==> src/logic/ffm_pkg.sv <==
// Shared constants and carrier types for the feed and fuse fault monitor
package ffm_pkg;
    // Clock rate and timer tick base
    localparam int unsigned CLK_MHZ = 50;
    localparam int unsigned TICK_US = 1000;
    // Default prescaler terminal count for a 1 ms tick
    localparam logic [15:0] PRESC_DEFAULT = 16'(CLK_MHZ * TICK_US - 1);
    localparam logic [15:0] PRESC_ONE = 16'h0001;
    // Supervision times in milliseconds, as specified
    localparam int unsigned FUSE_START_MS = 1000;
    localparam int unsigned FUSE_HOLD_MS = 2000;
    localparam int unsigned TRAY_LOWER_MS = 1500;
    localparam int unsigned TRAY_RISE_MS = 10000;
    localparam int unsigned TRAY_RERISE_MS = 3000;
    localparam int unsigned LCT_LIFT_MS = 2500;
    localparam int unsigned BYPASS_MS = 6500;
    // Same times in prescaler ticks
    localparam logic [15:0] FUSE_START_TK = 16'(FUSE_START_MS * 1000 / TICK_US);
    localparam logic [15:0] FUSE_HOLD_TK = 16'(FUSE_HOLD_MS * 1000 / TICK_US);
    localparam logic [15:0] TRAY_LOWER_TK = 16'(TRAY_LOWER_MS * 1000 / TICK_US);
    localparam logic [15:0] TRAY_RISE_TK = 16'(TRAY_RISE_MS * 1000 / TICK_US);
    localparam logic [15:0] TRAY_RERISE_TK = 16'(TRAY_RERISE_MS * 1000 / TICK_US);
    localparam logic [15:0] LCT_LIFT_TK = 16'(LCT_LIFT_MS * 1000 / TICK_US);
    localparam logic [15:0] BYPASS_TK = 16'(BYPASS_MS * 1000 / TICK_US);
    // Fault flag positions
    localparam int unsigned NUM_FAULTS = 8;
    localparam int unsigned NUM_TRAYS = 3;
    localparam int unsigned FLT_FUSER = 0;
    localparam int unsigned FLT_TRAY1 = 1;
    localparam int unsigned FLT_TRAY2 = 2;
    localparam int unsigned FLT_TRAY3 = 3;
    localparam int unsigned FLT_TRAY4 = 4;
    localparam int unsigned FLT_LCT = 5;
    localparam int unsigned FLT_BYP_UP = 6;
    localparam int unsigned FLT_BYP_DN = 7;
    // Per-tray sensor and event bundle
    typedef struct packed {
        logic lower_start;
        logic rise_start;
        logic rerise_start;
        logic upper_limit;
        logic pick_solenoid;
    } ffm_tray_type;
    // Latched service code flags, msb first
    typedef struct packed {
        logic bypass_lower_fault_code;
        logic bypass_upper_fault_code;
        logic large_tray_lift_fault_code;
        logic fourth_tray_fault_code;
        logic third_tray_fault_code;
        logic second_tray_fault_code;
        logic first_tray_fault_code;
        logic fuser_drive_fault_code;
    } ffm_fault_type;
endpackage

==> src/logic/ffm_timer.sv <==
// Restartable tick-based timeout timer
`timescale 1ns/1ps
`default_nettype none
module ffm_timer
    import ffm_pkg::*;
(
    // Clock, reset, enable
    input wire logic i_clk,
    input wire logic i_resetn,
    input wire logic i_ce,
    // Timing control
    input wire logic i_tick,
    input wire logic i_start,
    input wire logic i_run,
    input wire logic [15:0] i_limit,
    // Result
    output logic o_expired
);
    logic active_q; // Timer armed
    logic active_d;
    logic [15:0] cnt_q; // Elapsed ticks
    logic [15:0] cnt_d;

    // Expiry only while the watched condition still holds
    assign o_expired = active_q && i_run && (cnt_q == i_limit);

    // Next state: a recurring start always restarts from zero
    always_comb
    begin
        active_d = active_q;
        cnt_d = cnt_q;
        if (i_start)
        begin
            active_d = 1'b1;
            cnt_d = 16'h0000;
        end
        else if (!i_run || o_expired)
        begin
            active_d = 1'b0; // Condition cleared or fault taken: stop
        end
        else if (i_tick)
        begin
            cnt_d = cnt_q + 16'h0001;
        end
    end

    // State registers, frozen while enable is low
    always_ff @(posedge i_clk or negedge i_resetn)
    begin
        if (!i_resetn)
        begin
            active_q <= 1'b0;
            cnt_q <= 16'h0000;
        end
        else if (i_ce)
        begin
            active_q <= active_d;
            cnt_q <= cnt_d;
        end
    end
endmodule // ffm_timer
`default_nettype wire

==> src/logic/ffm_monitor.sv <==
// Feed and fuse fault monitor: timeout supervision of motors and lifts
// Contract
// Fuser feedback bad 1 s after trigger
// Fuser feedback bad 2 s while triggered
// Tray sensor low 1.5 s after lowering
// Tray sensor high 10 s after rising
// Sensor high 3 s re-rise, or solenoid off
// Second tray never faults; trays 3, 4 checked
// Large tray upper limit 2.5 s after end
// Bypass upper limit missing 6.5 s after raise
// Bypass lower limit missing 6.5 s after lower
// Faults latch until clear; timer then stops
// Prescaled tick timers restart on new start
`timescale 1ns/1ps
`default_nettype none
module ffm_monitor
    import ffm_pkg::*;
(
    // Clock, reset, enable
    input wire logic i_clk,
    input wire logic i_resetn,
    input wire logic i_ce,
    // Timer prescaler: clocks per tick minus one
    input wire logic [15:0] i_presc_div,
    // Fusing motor
    input wire logic i_fuse_trigger,
    input wire logic i_fuse_feedback_ok,
    // Main paper trays 1, 3 and 4
    input wire ffm_tray_type [NUM_TRAYS-1:0] i_tray,
    // Large capacity tray
    input wire logic i_large_capacity_tray_lifting,
    input wire logic i_large_capacity_tray_paper_end,
    input wire logic i_large_capacity_tray_upper_limit,
    // Bypass table
    input wire logic i_bypass_raise_start,
    input wire logic i_bypass_lower_start,
    input wire logic i_bypass_upper_limit,
    input wire logic i_bypass_lower_limit,
    // Fault flags and their clear
    input wire logic [NUM_FAULTS-1:0] i_fault_clr,
    output ffm_fault_type o_fault
);
    logic [15:0] presc_q; // Prescaler count
    logic [15:0] presc_d;
    logic tick; // One-cycle timebase strobe
    logic trig_q; // Previous trigger level
    logic trig_d;
    logic bad_q; // Previous feedback-bad level
    logic bad_d;
    logic pend_q; // Previous paper end level
    logic pend_d;
    logic [NUM_TRAYS-1:0] sol_q; // Previous solenoid levels
    logic [NUM_TRAYS-1:0] sol_d;
    logic [NUM_FAULTS-1:0] fault_q; // Latched fault flags
    logic [NUM_FAULTS-1:0] fault_d;
    logic [NUM_FAULTS-1:0] set_vec; // Fault set strobes
    logic fuse_bad; // Feedback out of range
    logic fuse_exp_start; // Early check expired
    logic fuse_exp_hold; // Continuous check expired
    logic lct_exp; // Large tray check expired
    logic byp_up_exp; // Bypass raise expired
    logic byp_dn_exp; // Bypass lower expired
    logic [NUM_TRAYS-1:0] tray_set; // Per-tray fault strobes
    logic [NUM_TRAYS-1:0] tray_lo_exp; // Lowering check expired
    logic [NUM_TRAYS-1:0] tray_sol_off; // Solenoid release with sensor high
    logic [NUM_TRAYS-1:0] tray_flt; // Current per-tray flag
    localparam int unsigned TRAY_FLT_IDX [NUM_TRAYS] = '{FLT_TRAY1, FLT_TRAY3, FLT_TRAY4};

    assign fuse_bad = !i_fuse_feedback_ok;
    assign o_fault = ffm_fault_type'(fault_q);

    // Prescaler: one tick per programmed count; a zero divider ticks every clock
    assign tick = i_ce && (presc_q >= i_presc_div);
    always_comb
    begin
        presc_d = tick ? 16'h0000 : presc_q + PRESC_ONE;
    end
    always_ff @(posedge i_clk or negedge i_resetn)
    begin
        if (!i_resetn)
        begin
            presc_q <= 16'h0000;
        end
        else if (i_ce)
        begin
            presc_q <= presc_d;
        end
    end

    // Edge history of level inputs
    always_comb
    begin
        trig_d = i_fuse_trigger;
        bad_d = fuse_bad;
        pend_d = i_large_capacity_tray_paper_end;
        for (int t = 0; t < NUM_TRAYS; t++)
        begin
            sol_d[t] = i_tray[t].pick_solenoid;
        end
    end
    always_ff @(posedge i_clk or negedge i_resetn)
    begin
        if (!i_resetn)
        begin
            trig_q <= 1'b0;
            bad_q <= 1'b0;
            pend_q <= 1'b0;
            sol_q <= '0;
        end
        else if (i_ce)
        begin
            trig_q <= trig_d;
            bad_q <= bad_d;
            pend_q <= pend_d;
            sol_q <= sol_d;
        end
    end

    // Fuser: armed on trigger rise, judged 1 s later if still bad
    ffm_timer u_fuse_start (
        .i_clk(i_clk),
        .i_resetn(i_resetn),
        .i_ce(i_ce),
        .i_tick(tick),
        .i_start(i_fuse_trigger && !trig_q),
        .i_run(i_fuse_trigger && fuse_bad && !fault_q[FLT_FUSER]),
        .i_limit(FUSE_START_TK),
        .o_expired(fuse_exp_start)
    );

    // Fuser: a new bad span under trigger must not last 2 s
    ffm_timer u_fuse_hold (
        .i_clk(i_clk),
        .i_resetn(i_resetn),
        .i_ce(i_ce),
        .i_tick(tick),
        .i_start(i_fuse_trigger && fuse_bad && !(trig_q && bad_q)),
        .i_run(i_fuse_trigger && fuse_bad && !fault_q[FLT_FUSER]),
        .i_limit(FUSE_HOLD_TK),
        .o_expired(fuse_exp_hold)
    );

    // Trays 1, 3, 4 share one checker each; tray 2 has none
    for (genvar t = 0; t < NUM_TRAYS; t++)
    begin : g_tray
        logic up_exp; // Rise check expired
        logic rr_exp; // Re-rise check expired
        assign tray_flt[t] = fault_q[TRAY_FLT_IDX[t]];
        // Sensor must go high within 1.5 s of lowering
        ffm_timer u_lower (
            .i_clk(i_clk),
            .i_resetn(i_resetn),
            .i_ce(i_ce),
            .i_tick(tick),
            .i_start(i_tray[t].lower_start),
            .i_run(!i_tray[t].upper_limit && !tray_flt[t]),
            .i_limit(TRAY_LOWER_TK),
            .o_expired(tray_lo_exp[t])
        );
        // Sensor must drop within 10 s of rising
        ffm_timer u_rise (
            .i_clk(i_clk),
            .i_resetn(i_resetn),
            .i_ce(i_ce),
            .i_tick(tick),
            .i_start(i_tray[t].rise_start),
            .i_run(i_tray[t].upper_limit && !tray_flt[t]),
            .i_limit(TRAY_RISE_TK),
            .o_expired(up_exp)
        );
        // Sensor must drop within 3 s of a renewed rise
        ffm_timer u_rerise (
            .i_clk(i_clk),
            .i_resetn(i_resetn),
            .i_ce(i_ce),
            .i_tick(tick),
            .i_start(i_tray[t].rerise_start),
            .i_run(i_tray[t].upper_limit && !tray_flt[t]),
            .i_limit(TRAY_RERISE_TK),
            .o_expired(rr_exp)
        );
        // Solenoid release while the sensor is still high faults at once
        assign tray_sol_off[t] = sol_q[t] && !i_tray[t].pick_solenoid
            && i_tray[t].upper_limit;
        assign tray_set[t] = tray_lo_exp[t] || up_exp || rr_exp || tray_sol_off[t];
    end

    // Large tray: upper limit due 2.5 s after paper end, while lifting
    ffm_timer u_lct (
        .i_clk(i_clk),
        .i_resetn(i_resetn),
        .i_ce(i_ce),
        .i_tick(tick),
        .i_start(i_large_capacity_tray_lifting && i_large_capacity_tray_paper_end
            && !pend_q),
        .i_run(i_large_capacity_tray_lifting && !i_large_capacity_tray_upper_limit
            && !fault_q[FLT_LCT]),
        .i_limit(LCT_LIFT_TK),
        .o_expired(lct_exp)
    );

    // Bypass table raise supervision
    ffm_timer u_byp_up (
        .i_clk(i_clk),
        .i_resetn(i_resetn),
        .i_ce(i_ce),
        .i_tick(tick),
        .i_start(i_bypass_raise_start),
        .i_run(!i_bypass_upper_limit && !fault_q[FLT_BYP_UP]),
        .i_limit(BYPASS_TK),
        .o_expired(byp_up_exp)
    );

    // Bypass table lower supervision
    ffm_timer u_byp_dn (
        .i_clk(i_clk),
        .i_resetn(i_resetn),
        .i_ce(i_ce),
        .i_tick(tick),
        .i_start(i_bypass_lower_start),
        .i_run(!i_bypass_lower_limit && !fault_q[FLT_BYP_DN]),
        .i_limit(BYPASS_TK),
        .o_expired(byp_dn_exp)
    );

    // Fault latch: set beats a simultaneous clear
    always_comb
    begin
        set_vec = '0;
        set_vec[FLT_FUSER] = fuse_exp_start || fuse_exp_hold;
        set_vec[FLT_TRAY1] = tray_set[0];
        set_vec[FLT_TRAY2] = 1'b0;
        set_vec[FLT_TRAY3] = tray_set[1];
        set_vec[FLT_TRAY4] = tray_set[2];
        set_vec[FLT_LCT] = lct_exp;
        set_vec[FLT_BYP_UP] = byp_up_exp;
        set_vec[FLT_BYP_DN] = byp_dn_exp;
        fault_d = (fault_q & ~i_fault_clr) | set_vec;
    end
    always_ff @(posedge i_clk or negedge i_resetn)
    begin
        if (!i_resetn)
        begin
            fault_q <= '0;
        end
        else if (i_ce)
        begin
            fault_q <= fault_d;
        end
    end
endmodule // ffm_monitor
`default_nettype wire

==> config.mk <==
export PLATFORM = sky130hd
export DESIGN_NAME = ffm_monitor
export DESIGN_NICKNAME = d
export VERILOG_FILES = /design/src/logic/ffm_pkg.sv /design/src/logic/ffm_timer.sv /design/src/logic/ffm_monitor.sv
export SDC_FILE = /design/constraint.sdc
export NUM_CORES = 1
export LEC_CHECK = 0
export ABC_AREA = 1
export BUFFER_PORTS_ARGS = -buffer_cell sky130_fd_sc_hd__buf_2
export CAP_MARGIN = 20
export CORE_MARGIN = 2
export CORE_UTILIZATION = 60
export DETAILED_ROUTE_END_ITERATION = 8
export GPL_ROUTABILITY_DRIVEN = 0
export PLACE_DENSITY = 0.87
export SLEW_MARGIN = 25
export SYNTH_ARGS = -nofsm -noshare
export SYNTH_HDL_FRONTEND = slang
export SYNTH_SLANG_ARGS = --single-unit
==> constraint.sdc <==
create_clock -name i_clk -period 6.05 [get_ports i_clk]
set_input_delay 0.3025 -clock i_clk [delete_from_list [all_inputs] [get_ports i_clk]]
set_output_delay 0.3025 -clock i_clk [all_outputs]
set_load 0.01 [all_outputs]
==> Yosys cells after proc, flatten, opt, wreduce, memory -nomap -nowiden <==
Cells that the tools add are included.
{ "totals": {"ram_bits": 0, "rom_bits": 0, "register_bits": 268, "out_inout_bits": 8, "latch_bits": 0, "memories": 0} }
{ "op_classes": {"n_bitwise": 3, "eq_ne": 28, "shifts": 0, "order_cmp": 1, "n_reduce_logical": 162, "n_mux": 71, "add_sub_neg": 15, "div_mod_pow": 0, "multipliers": 0} }
{ "op_table": {"columns": ["op", "count"], "rows": [
  ["$mux 16", 43],
  ["$add 16x1->16 const B", 15],
  ["$eq 16x11->1 const B", 4],
  ["$eq 16x12->1 const B", 4],
  ["$reduce_bool 2->1", 28],
  ["$logic_and 1x1->1", 52],
  ["$eq 16x14->1 const B", 3],
  ["$reduce_and 3->1", 14],
  ["$eq 16x13->1 const B", 2],
  ["$logic_not 1->1", 30],
  ["$mux 1", 28],
  ["$reduce_and 2->1", 14],
  ["$logic_or 1x1->1", 24],
  ["$ne 2x2->1 const B", 11],
  ["$eq 16x10->1 const B", 1],
  ["$ge 16x16->1", 1],
  ["$and 8x8->8", 1],
  ["$not 8->8", 1],
  ["$or 8x8->8", 1],
  ["$ne 2x1->1 const B", 3]
]} }

==> Depth between registers and ports, before layout <==
Gate-level depths: netlist of the first run.
{ "logic_depth": {"ltp_word": 8, "mapped_depth": 17} }

==> Modules after synthesis <==
From an unflattened synthesis of the first run, not the netlist that was laid out.
{ "hier_totals": {"cells_unflattened": 3929, "area_unflattened_um2": 23417.5} }
{ "modules_own_cells": {"columns": ["mod", "area_per_inst_um2", "n_inst", "cells_each"], "rows": [
  ["ffm_timer", 1529.0, 14, 262],
  ["ffm_monitor", 2011.9, 1, 261]
]} }

==> Worst setup path before layout of the first run <==
Ideal clock, no wire load.
{ "synth_timing": {"path_type": "reg-to-reg", "from": "reg presc_q[3]", "to": "reg u_fuse_start.cnt_q[6]", "slack_ps": 4114, "required_ps": 5932, "n_path_buf": 2, "synth_period_minus_slack_ps": 1936, "setup_time_ps": 118, "t_arrival_ps": 1818, "stages_incl_launch_ff": 15, "cell_sequence": "dfrtp_1 -> ha_1 -> nand2_1 -> nor2_1 -> nor2_1 -> nand2_1 -> nand2_1 -> nand2_1 -> nand2_2 -> nand2_4 -> buf_12 -> nand3_4 -> buf_2 -> nand3_1 -> nand2_1"} }
{ "synth_via": {"elab_chain_len": 4} }
{ "synth_lines": {"columns": ["element", "line", "rtl"], "rows": [
  ["start: declaration", "ffm_monitor.sv:43", "logic [15:0] presc_q;"],
  ["start signal: assignment", "ffm_monitor.sv:86", "presc_q <= presc_d;"],
  ["$ge 16x16->1", "ffm_monitor.sv:73", "assign tick = i_ce && (presc_q >= i_presc_div);"],
  ["$logic_and 1x1->1", "ffm_monitor.sv:73", null],
  ["$reduce_bool 2->1 (no line)", null, null],
  ["$reduce_and 3->1 (no line)", null, null],
  ["end signal: assignment", "ffm_timer.sv:58", "cnt_q <= cnt_d;"],
  ["end: declaration", "ffm_timer.sv:21", "logic [15:0] cnt_q;"]
]} }
No other way between the ends.
A chain may end at the register's enable or synchronous reset.

==> Worst setup path after layout of the first run <==
{ "layout_timing": {"from": "reg presc_q[3]", "to": "reg g_tray[2].u_rise.cnt_q[14]"} }
{ "layout_via": {"elab_chain_len": 4} }
{ "layout_lines": {"columns": ["element", "line"], "rows": [
  ["$ge 16x16->1", "ffm_monitor.sv:73"],
  ["$logic_and 1x1->1", "ffm_monitor.sv:73"],
  ["$reduce_bool 2->1 (no line)", null],
  ["$reduce_and 3->1 (no line)", null],
  ["end signal: assignment", "ffm_timer.sv:58"],
  ["end: declaration", "ffm_timer.sv:21"]
]} }
No other way between the ends.

==> results of run 1 <==
==> stage by stage <==
| step | power, mW | instance area, um^2 |
|---|---|---|
| 6_report | 4.83 | 19400 |
| 5_1_grt | 5.08 | 19400 |
| 4_1_cts | 4.86 | 19400 |
| 3_5_place_dp | 2.94 | 18300 |
| 3_3_place_gp | 2.89 | 18300 |
| 2_1_floorplan | 2.72 | 17900 |
==> how the worst max path moves through the flow <==
stage | from | end | slack [ns] | cells past startpoint
6_report | presc_q[3] | g_tray[2].u_rise.cnt_q[14] | 3.10 | 13
5_1_grt | presc_q[3] | g_tray[1].u_rerise.cnt_q[11] | 2.93 | 13
4_1_cts | presc_q[3] | g_tray[2].u_rise.cnt_q[14] | 3.13 | 13
3_5_place_dp | presc_q[3] | g_tray[2].u_rise.cnt_q[3] | 3.18 | 13
3_3_place_gp | presc_q[3] | g_tray[1].u_rerise.cnt_q[1] | 3.30 | 13
2_1_floorplan | presc_q[3] | u_fuse_start.cnt_q[6] | 4.11 | 14
==> synth_stat cells (all sizes together) <==
cell type  instances  share of area (%)
nand2            824                 18
nor2             406                8.5
nand3            342                 10
dfrtp            268                 37
inv              220                4.6
nor3             104                2.9
xor2              94                4.6
nand4             58                2.0
clkbuf            46               0.96
ha                45                3.1
buf               36                1.5
o21ai             35               0.98
nor3b             34                1.4
xnor2             30                1.5
a21oi             24               0.71
nand3b             8               0.34
a31oi              5               0.17
nor4               5               0.17
a21boi             4               0.17
and3               4               0.14
and2               3               0.10
o21a               2              0.084
o21bai             2              0.084
o22ai              2              0.070
o31ai              2              0.084
a21o               1              0.042
a22oi              1              0.042
a31o               1              0.049
a41oi              1              0.049
clkinv             1              0.021
o211ai             1              0.042
or2                1              0.035
==> routing by layer <==
metal | GRT usage (%) | up-vias | wire length, um
met5 | 0 | - | 9
met4 | 8.23 | 2 | 849
met3 | 2.86 | 83 | 2280
met2 | 46.9 | 562 | 20600
met1 | 36.0 | 8144 | 18300
li1 | - | 8409 | -
==> final cells by class <==
class	count	area (um^2)	share of cell area (%)
Inverter	221	830	4.27
Clock buffer	41	841	4.33
Tap cell	390	488	2.51
Clock inverter	11	189	0.972
Multi-Input combinational cell	2039	9950	51.2
Timing Repair Buffer	71	418	2.15
Antenna cell	1	2.50	0.0129
Sequential cell	268	6710	34.5
==> state kept, by name, indices dropped and copies added (netlist names), 3 cells and up <==
register                  flops
g_tray.u_rerise.active_q      3
sol_q                         3
u_fuse_start.cnt_q           16
g_tray.u_rerise.cnt_q        48
u_byp_dn.cnt_q               16
g_tray.u_rise.active_q        3
presc_q                      16
g_tray.u_lower.active_q       3
u_byp_up.cnt_q               16
u_fuse_hold.cnt_q            16
u_lct.cnt_q                  16
g_tray.u_rise.cnt_q          48
g_tray.u_lower.cnt_q         48
o_fault                       8
==> critical path: stages, from the launching register on <==
cell	delay [ns]
dfrtp_1	0.45
ha_1	0.33
nand2_1	0.07
nor2_1	0.10
nor2_1	0.05
nand2_1	0.05
nand2_1	0.04
nand2_1	0.11
nand2_2	0.10
nand2_4	0.37
nand3_2	0.42
nand2_1	0.56
nand2_1	0.12
nand2_1	0.09
==> logic make-up after synthesis <==
group                    after synthesis  share of synthesized area, %
AND/OR/NAND/NOR                     1789                          43.7
buffers and inverters                303                          7.09
flip-flops                           268                          37.4
XOR/XNOR                             124                          6.06
AO/OA/AOI/OAI                         81                          2.58
adder cells (fa/ha/maj)               45                          3.14
==> report_power, final <==
part / switching, mW / internal, mW / leakage (nW)
clock network: 0.732 / 1.18 / 0.501
registers: 0.224 / 1.96 / 3.63
logic: 0.465 / 0.279 / 5.13
total: 1.42 / 3.41 / 9.25
==> repair_timing <==
| item | 4_1_cts | 5_1_grt |
|---|---|---|
| hold buffers | 7 | 0 |
| endpoints found under the setup margin | 0 | 0 |
| hold endpoints to repair | 89 | 0 |
==> impl_metrics.csv, run 1 <==
group,metric,value,unit
status,status,"completed",
synth,synth.net_count,2706,
setup_path,crit_path_end_kind,"register",
place,place_ws,3.18,ns
setup_path,crit_fanout,17,
die,core,29600,um^2
clock_tree,clkSlewWorstSetupHoldPaths,0.06,ns
route,detailroute.via_count,17200,
global_route,grt_antenna_before_repair,1,
finish,stdcell_count,3042,
clock_tree,htreeDepth,1,
synth,syn_inst,2610,
clock_tree,cts_buffers,29,
finish,utilization,65.7,%
worst_hold_path,hold_start,"i_fault_clr[1]",
setup_path,reg2reg_slack,3.10,ns
clock_tree,post_cts_resized,0,
timing,min_period,2.95,ns
die,die_h,177,um
route,drc_errors,0,
clock_tree,cts_tree,"done",
setup_path,worstPathArrival,3.43,ns
clock_tree,clk_path_buf_depth,3,
route,wire_per_inst,13.8,um
worst_hold_path,min_to,"o_fault[1]",
die,start_util,60.6,%
pwr,p_leak,9.25,nW
place,dp_hpwl,28400,um
timing,final-setup-viol-count,0,
job,maxCapViolCount,0,
finish,nFillCells,2476,
timing,hold_slack,0.0181,ns
global_route,grt_usage,27.1,%
timing,max_freq,339,MHz
die,fp-row-count,63,
global_route,grt_overflow,0,
synth,synth.avg_cell_area,6.87,um^2
setup_path,ff2ff_path_depth,13,
global_route,grt_pass1_wl,72800,um
die,pin_count,59,
clock_tree,cts_sinks,268,
route,first_pass_iters,5,
setup_path,reg2reg_to,"g_tray[2].u_rise.cnt_q[14]",
timing,hold_violations,0,
setup_path,r2r_start,"presc_q[3]",
timing,rsz0062_at_grt,"false",
synth,synth.distinct_cells,44,
finish,fin_nets,2726,
clock_tree,root_buffer,"clkbuf_16",
route,vias_per_cell,5.65,
clock_tree,clk_latency,0.56,ns
global_route,grt_pass1_vias,16200,
finish,area_delta_synth_final,8.39,%
timing,max_slew_margin,46.2,%
timing,period_share,48.8,%
finish,drive_gt1_share,5.58,%
synth,netlist_area,17900,um^2
route,finalWirelength,42100,um
place,place_inst,2982,
die,die_area,31300,um^2
finish,layout_common_cells,"810 x nand2_1, 405 x nor2_1, 328 x nand3_1, 268 x dfrtp_1, 217 x inv_1",
worst_hold_path,holdPathStages,4,
die,die_width,177,um
synth,ys_warn_count,0,
setup_path,worst_setup_path_start_kind,"register",
finish,final_common_cell,"nand2_1",
global_route,grt_max_degree,87,
timing,finalWorstSetupSlack,3.10,ns
route,ant_nets,0,
synth,synth-seq-cells,268,
setup_path,critical_path_required,6.52,ns
clock_tree,post-cts-setup-buffer-count,0,
pwr,ir_drop,0.212,mV
synth,yosysSeqAreaShare,37.4,%
setup_path,critical_path_class,"reg -> reg",
timing,skew,0.0194,ns
route,drt_iter0_drc,1585,
timing,setup-tns-final,0,ns
place,port_buffers,58,
timing,slew_viol_final,0,
timing,worst_pin_slew,0.807,ns
pwr,power_density,249,nW/um^2
worst_hold_path,min-delay-path-class,"in -> reg",
Note: power is estimated with default switching activity, not from simulation.
==> run 2: changes to the inputs <==
Settings changed: CORE_UTILIZATION 60 to 57.
Clock period 6.05 ns to 2.5 ns, I/O delays scaled along.
==> run 2 against run 1 <==
Compared with the run above:
- total power rose to 2.5 times the previous value
- register-to-register slack worse by 2.9 ns
- largest cell class unchanged
- cell count up 1.3%
- sequential cell count unchanged
- sequential share of layout area down 0.93 points
- worst setup slack worse by 2.9 ns
- combinational power rose to 2.5 times the previous value
- largest power group unchanged
- critical path type unchanged
==> impl_metrics.csv, run 2 (same netlist as run 1, synthesis figures left out) <==
group,metric,value,unit
job,maxCapViolCount,0,
clock_tree,cts_tree,"done",
worst_hold_path,hold_start,"i_tray[3]",
die,die_width,181,um
finish,nFillCells,2599,
timing,skew,0.0101,ns
global_route,grt_overflow,0,
place,place_inst,3003,
place,place_ws,0.157,ns
timing,max_slew_margin,49.5,%
timing,min_period,2.32,ns
route,detailroute.via_count,17200,
timing,period_share,92.9,%
worst_hold_path,min-delay-path-class,"in -> reg",
global_route,grt_usage,26.0,%
finish,reg.largest.list,"g_tray.u_lower.cnt_q x48, g_tray.u_rerise.cnt_q x48, g_tray.u_rise.cnt_q x48",
pwr,power_density,609,nW/um^2
die,pin_count,59,
timing,final-setup-viol-count,0,
die,die_h,181,um
die,core,30700,um^2
route,vias_per_cell,5.59,
clock_tree,cts_sinks,268,
route,wire_per_inst,13.7,um
die,start_util,58.3,%
timing,setup-tns-final,0,ns
finish,stdcell_count,3083,
route,drc_errors,0,
clock_tree,clk_path_buf_depth,3,
setup_path,critical_path_required,3.01,ns
die,die_area,32900,um^2
timing,worst_pin_slew,0.755,ns
timing,max_freq,430,MHz
pwr,ir_drop,0.922,mV
route,first_pass_iters,5,
setup_path,reg2reg_to,"u_fuse_hold.cnt_q[1]",
pwr,p_leak,9.51,nW
place,postPlaceCellArea,18500,um^2
finish,area_delta_synth_final,11.4,%
clock_tree,htreeDepth,1,
finish,fin_nets,2763,
global_route,grt_antenna_before_repair,0,
setup_path,worstPathArrival,2.84,ns
timing,hold_slack,0.0221,ns
global_route,grt_pass1_wl,74100,um
timing,finalWorstSetupSlack,0.176,ns
setup_path,crit_fanout,17,
setup_path,crit_path_end_kind,"register",
setup_path,worst_setup_path_start_kind,"register",
clock_tree,cts_buffers,30,
finish,layout.cell_area.non_filler,20000,um^2
timing,rsz0062_at_grt,"true",
place,port_buffers,58,
setup_path,r2r_start,"presc_q[3]",
place,dp_hpwl,29000,um
finish,drive_gt1_share,6.29,%
finish,final_common_cell,"nand2_1",
setup_path,ff2ff_path_depth,14,
clock_tree,clkSlewWorstSetupHoldPaths,0.06,ns
worst_hold_path,holdPathStages,4,
clock_tree,clk_latency,0.58,ns
die,fp-row-count,64,
status,status,"completed",
route,drt_iter0_drc,1476,
setup_path,reg2reg_slack,0.18,ns
finish,antennaDiodeCount,0,
worst_hold_path,min_to,"g_tray[0].u_rise.cnt_q[11]",
route,ant_nets,0,
clock_tree,root_buffer,"clkbuf_16",
timing,slew_viol_final,0,
global_route,grt_pass1_vias,16400,
finish,layout_common_cells,"808 x nand2_1, 406 x nor2_1, 328 x nand3_1, 268 x dfrtp_1, 217 x inv_1",
timing,hold_violations,0,
setup_path,critical_path_class,"reg -> reg",
global_route,grt_max_degree,92,
route,finalWirelength,42400,um
==> run 2: worst max-delay path, stage by stage (launching register included) <==
cell	delay, ns
dfrtp_1	0.46
ha_1	0.33
nand2_1	0.07
inv_1	0.06
nand2_1	0.07
nand2_1	0.06
nand2_1	0.05
nand2_1	0.09
nand2_2	0.08
nand2_4	0.08
buf_12	0.22
nand3_4	0.25
nand2_4	0.26
nand2_1	0.10
nand2_1	0.07
==> run 2: cell type report <==
cell class / instances / area (um^2) / share of cell area (%)
Multi-Input combinational cell: 2039 / 10000 / 50.1
Sequential cell: 268 / 6710 / 33.6
Clock buffer: 43 / 931 / 4.66
Inverter: 221 / 830 / 4.16
Timing Repair Buffer: 107 / 811 / 4.06
Tap cell: 396 / 495 / 2.48
Clock inverter: 9 / 195 / 0.978
==> run 2: repair_timing <==
item,CTS,global route
setup endpoints to repair,0,67
hold endpoints to repair,120,0
gates resized for setup,0,8
hold buffers,26,0
setup buffers,0,2
==> run 2: worst max path at each step <==
stage                     from                      endpoint  slack [ns]  cells past startpoint
finish              presc_q[3]          u_fuse_hold.cnt_q[1]        0.18                     14
global placement    presc_q[3]     g_tray[2].u_rise.cnt_q[5]        0.28                     14
floorplan           presc_q[3]         u_fuse_start.cnt_q[6]        0.56                     14
global route        presc_q[3]          u_fuse_hold.cnt_q[1]      -0.004                     14
detailed placement  presc_q[3]  g_tray[1].u_rerise.cnt_q[10]        0.16                     14
CTS                 presc_q[3]   g_tray[1].u_rerise.cnt_q[1]        0.14                     14
==> run 2: report_power, final <==
part	switching [mW]	total, mW	internal [mW]
registers	0.538	5.28	4.74
logic	1.14	1.87	0.731
clock network	1.84	5.01	3.17
==> run 2: per-stage QoR <==
| stage | power (mW) | utilization, % |
|---|---|---|
| after floorplan | 6.59 | - |
| after global placement | 7.03 | 60.2 |
| after detailed placement | 7.15 | 60.2 |
| after CTS | 12.2 | 64.7 |
| after global routing | 12.8 | 64.9 |
| final | 12.2 | 64.9 |
==> run 2: routing by layer <==
layer,track usage [%],wire [um],share of wire (%)
met1,34.7,18900,45
met5,0,0,0
met2,44.5,20400,48
met4,7.87,1020,2.4
met3,3.10,2050,4.8
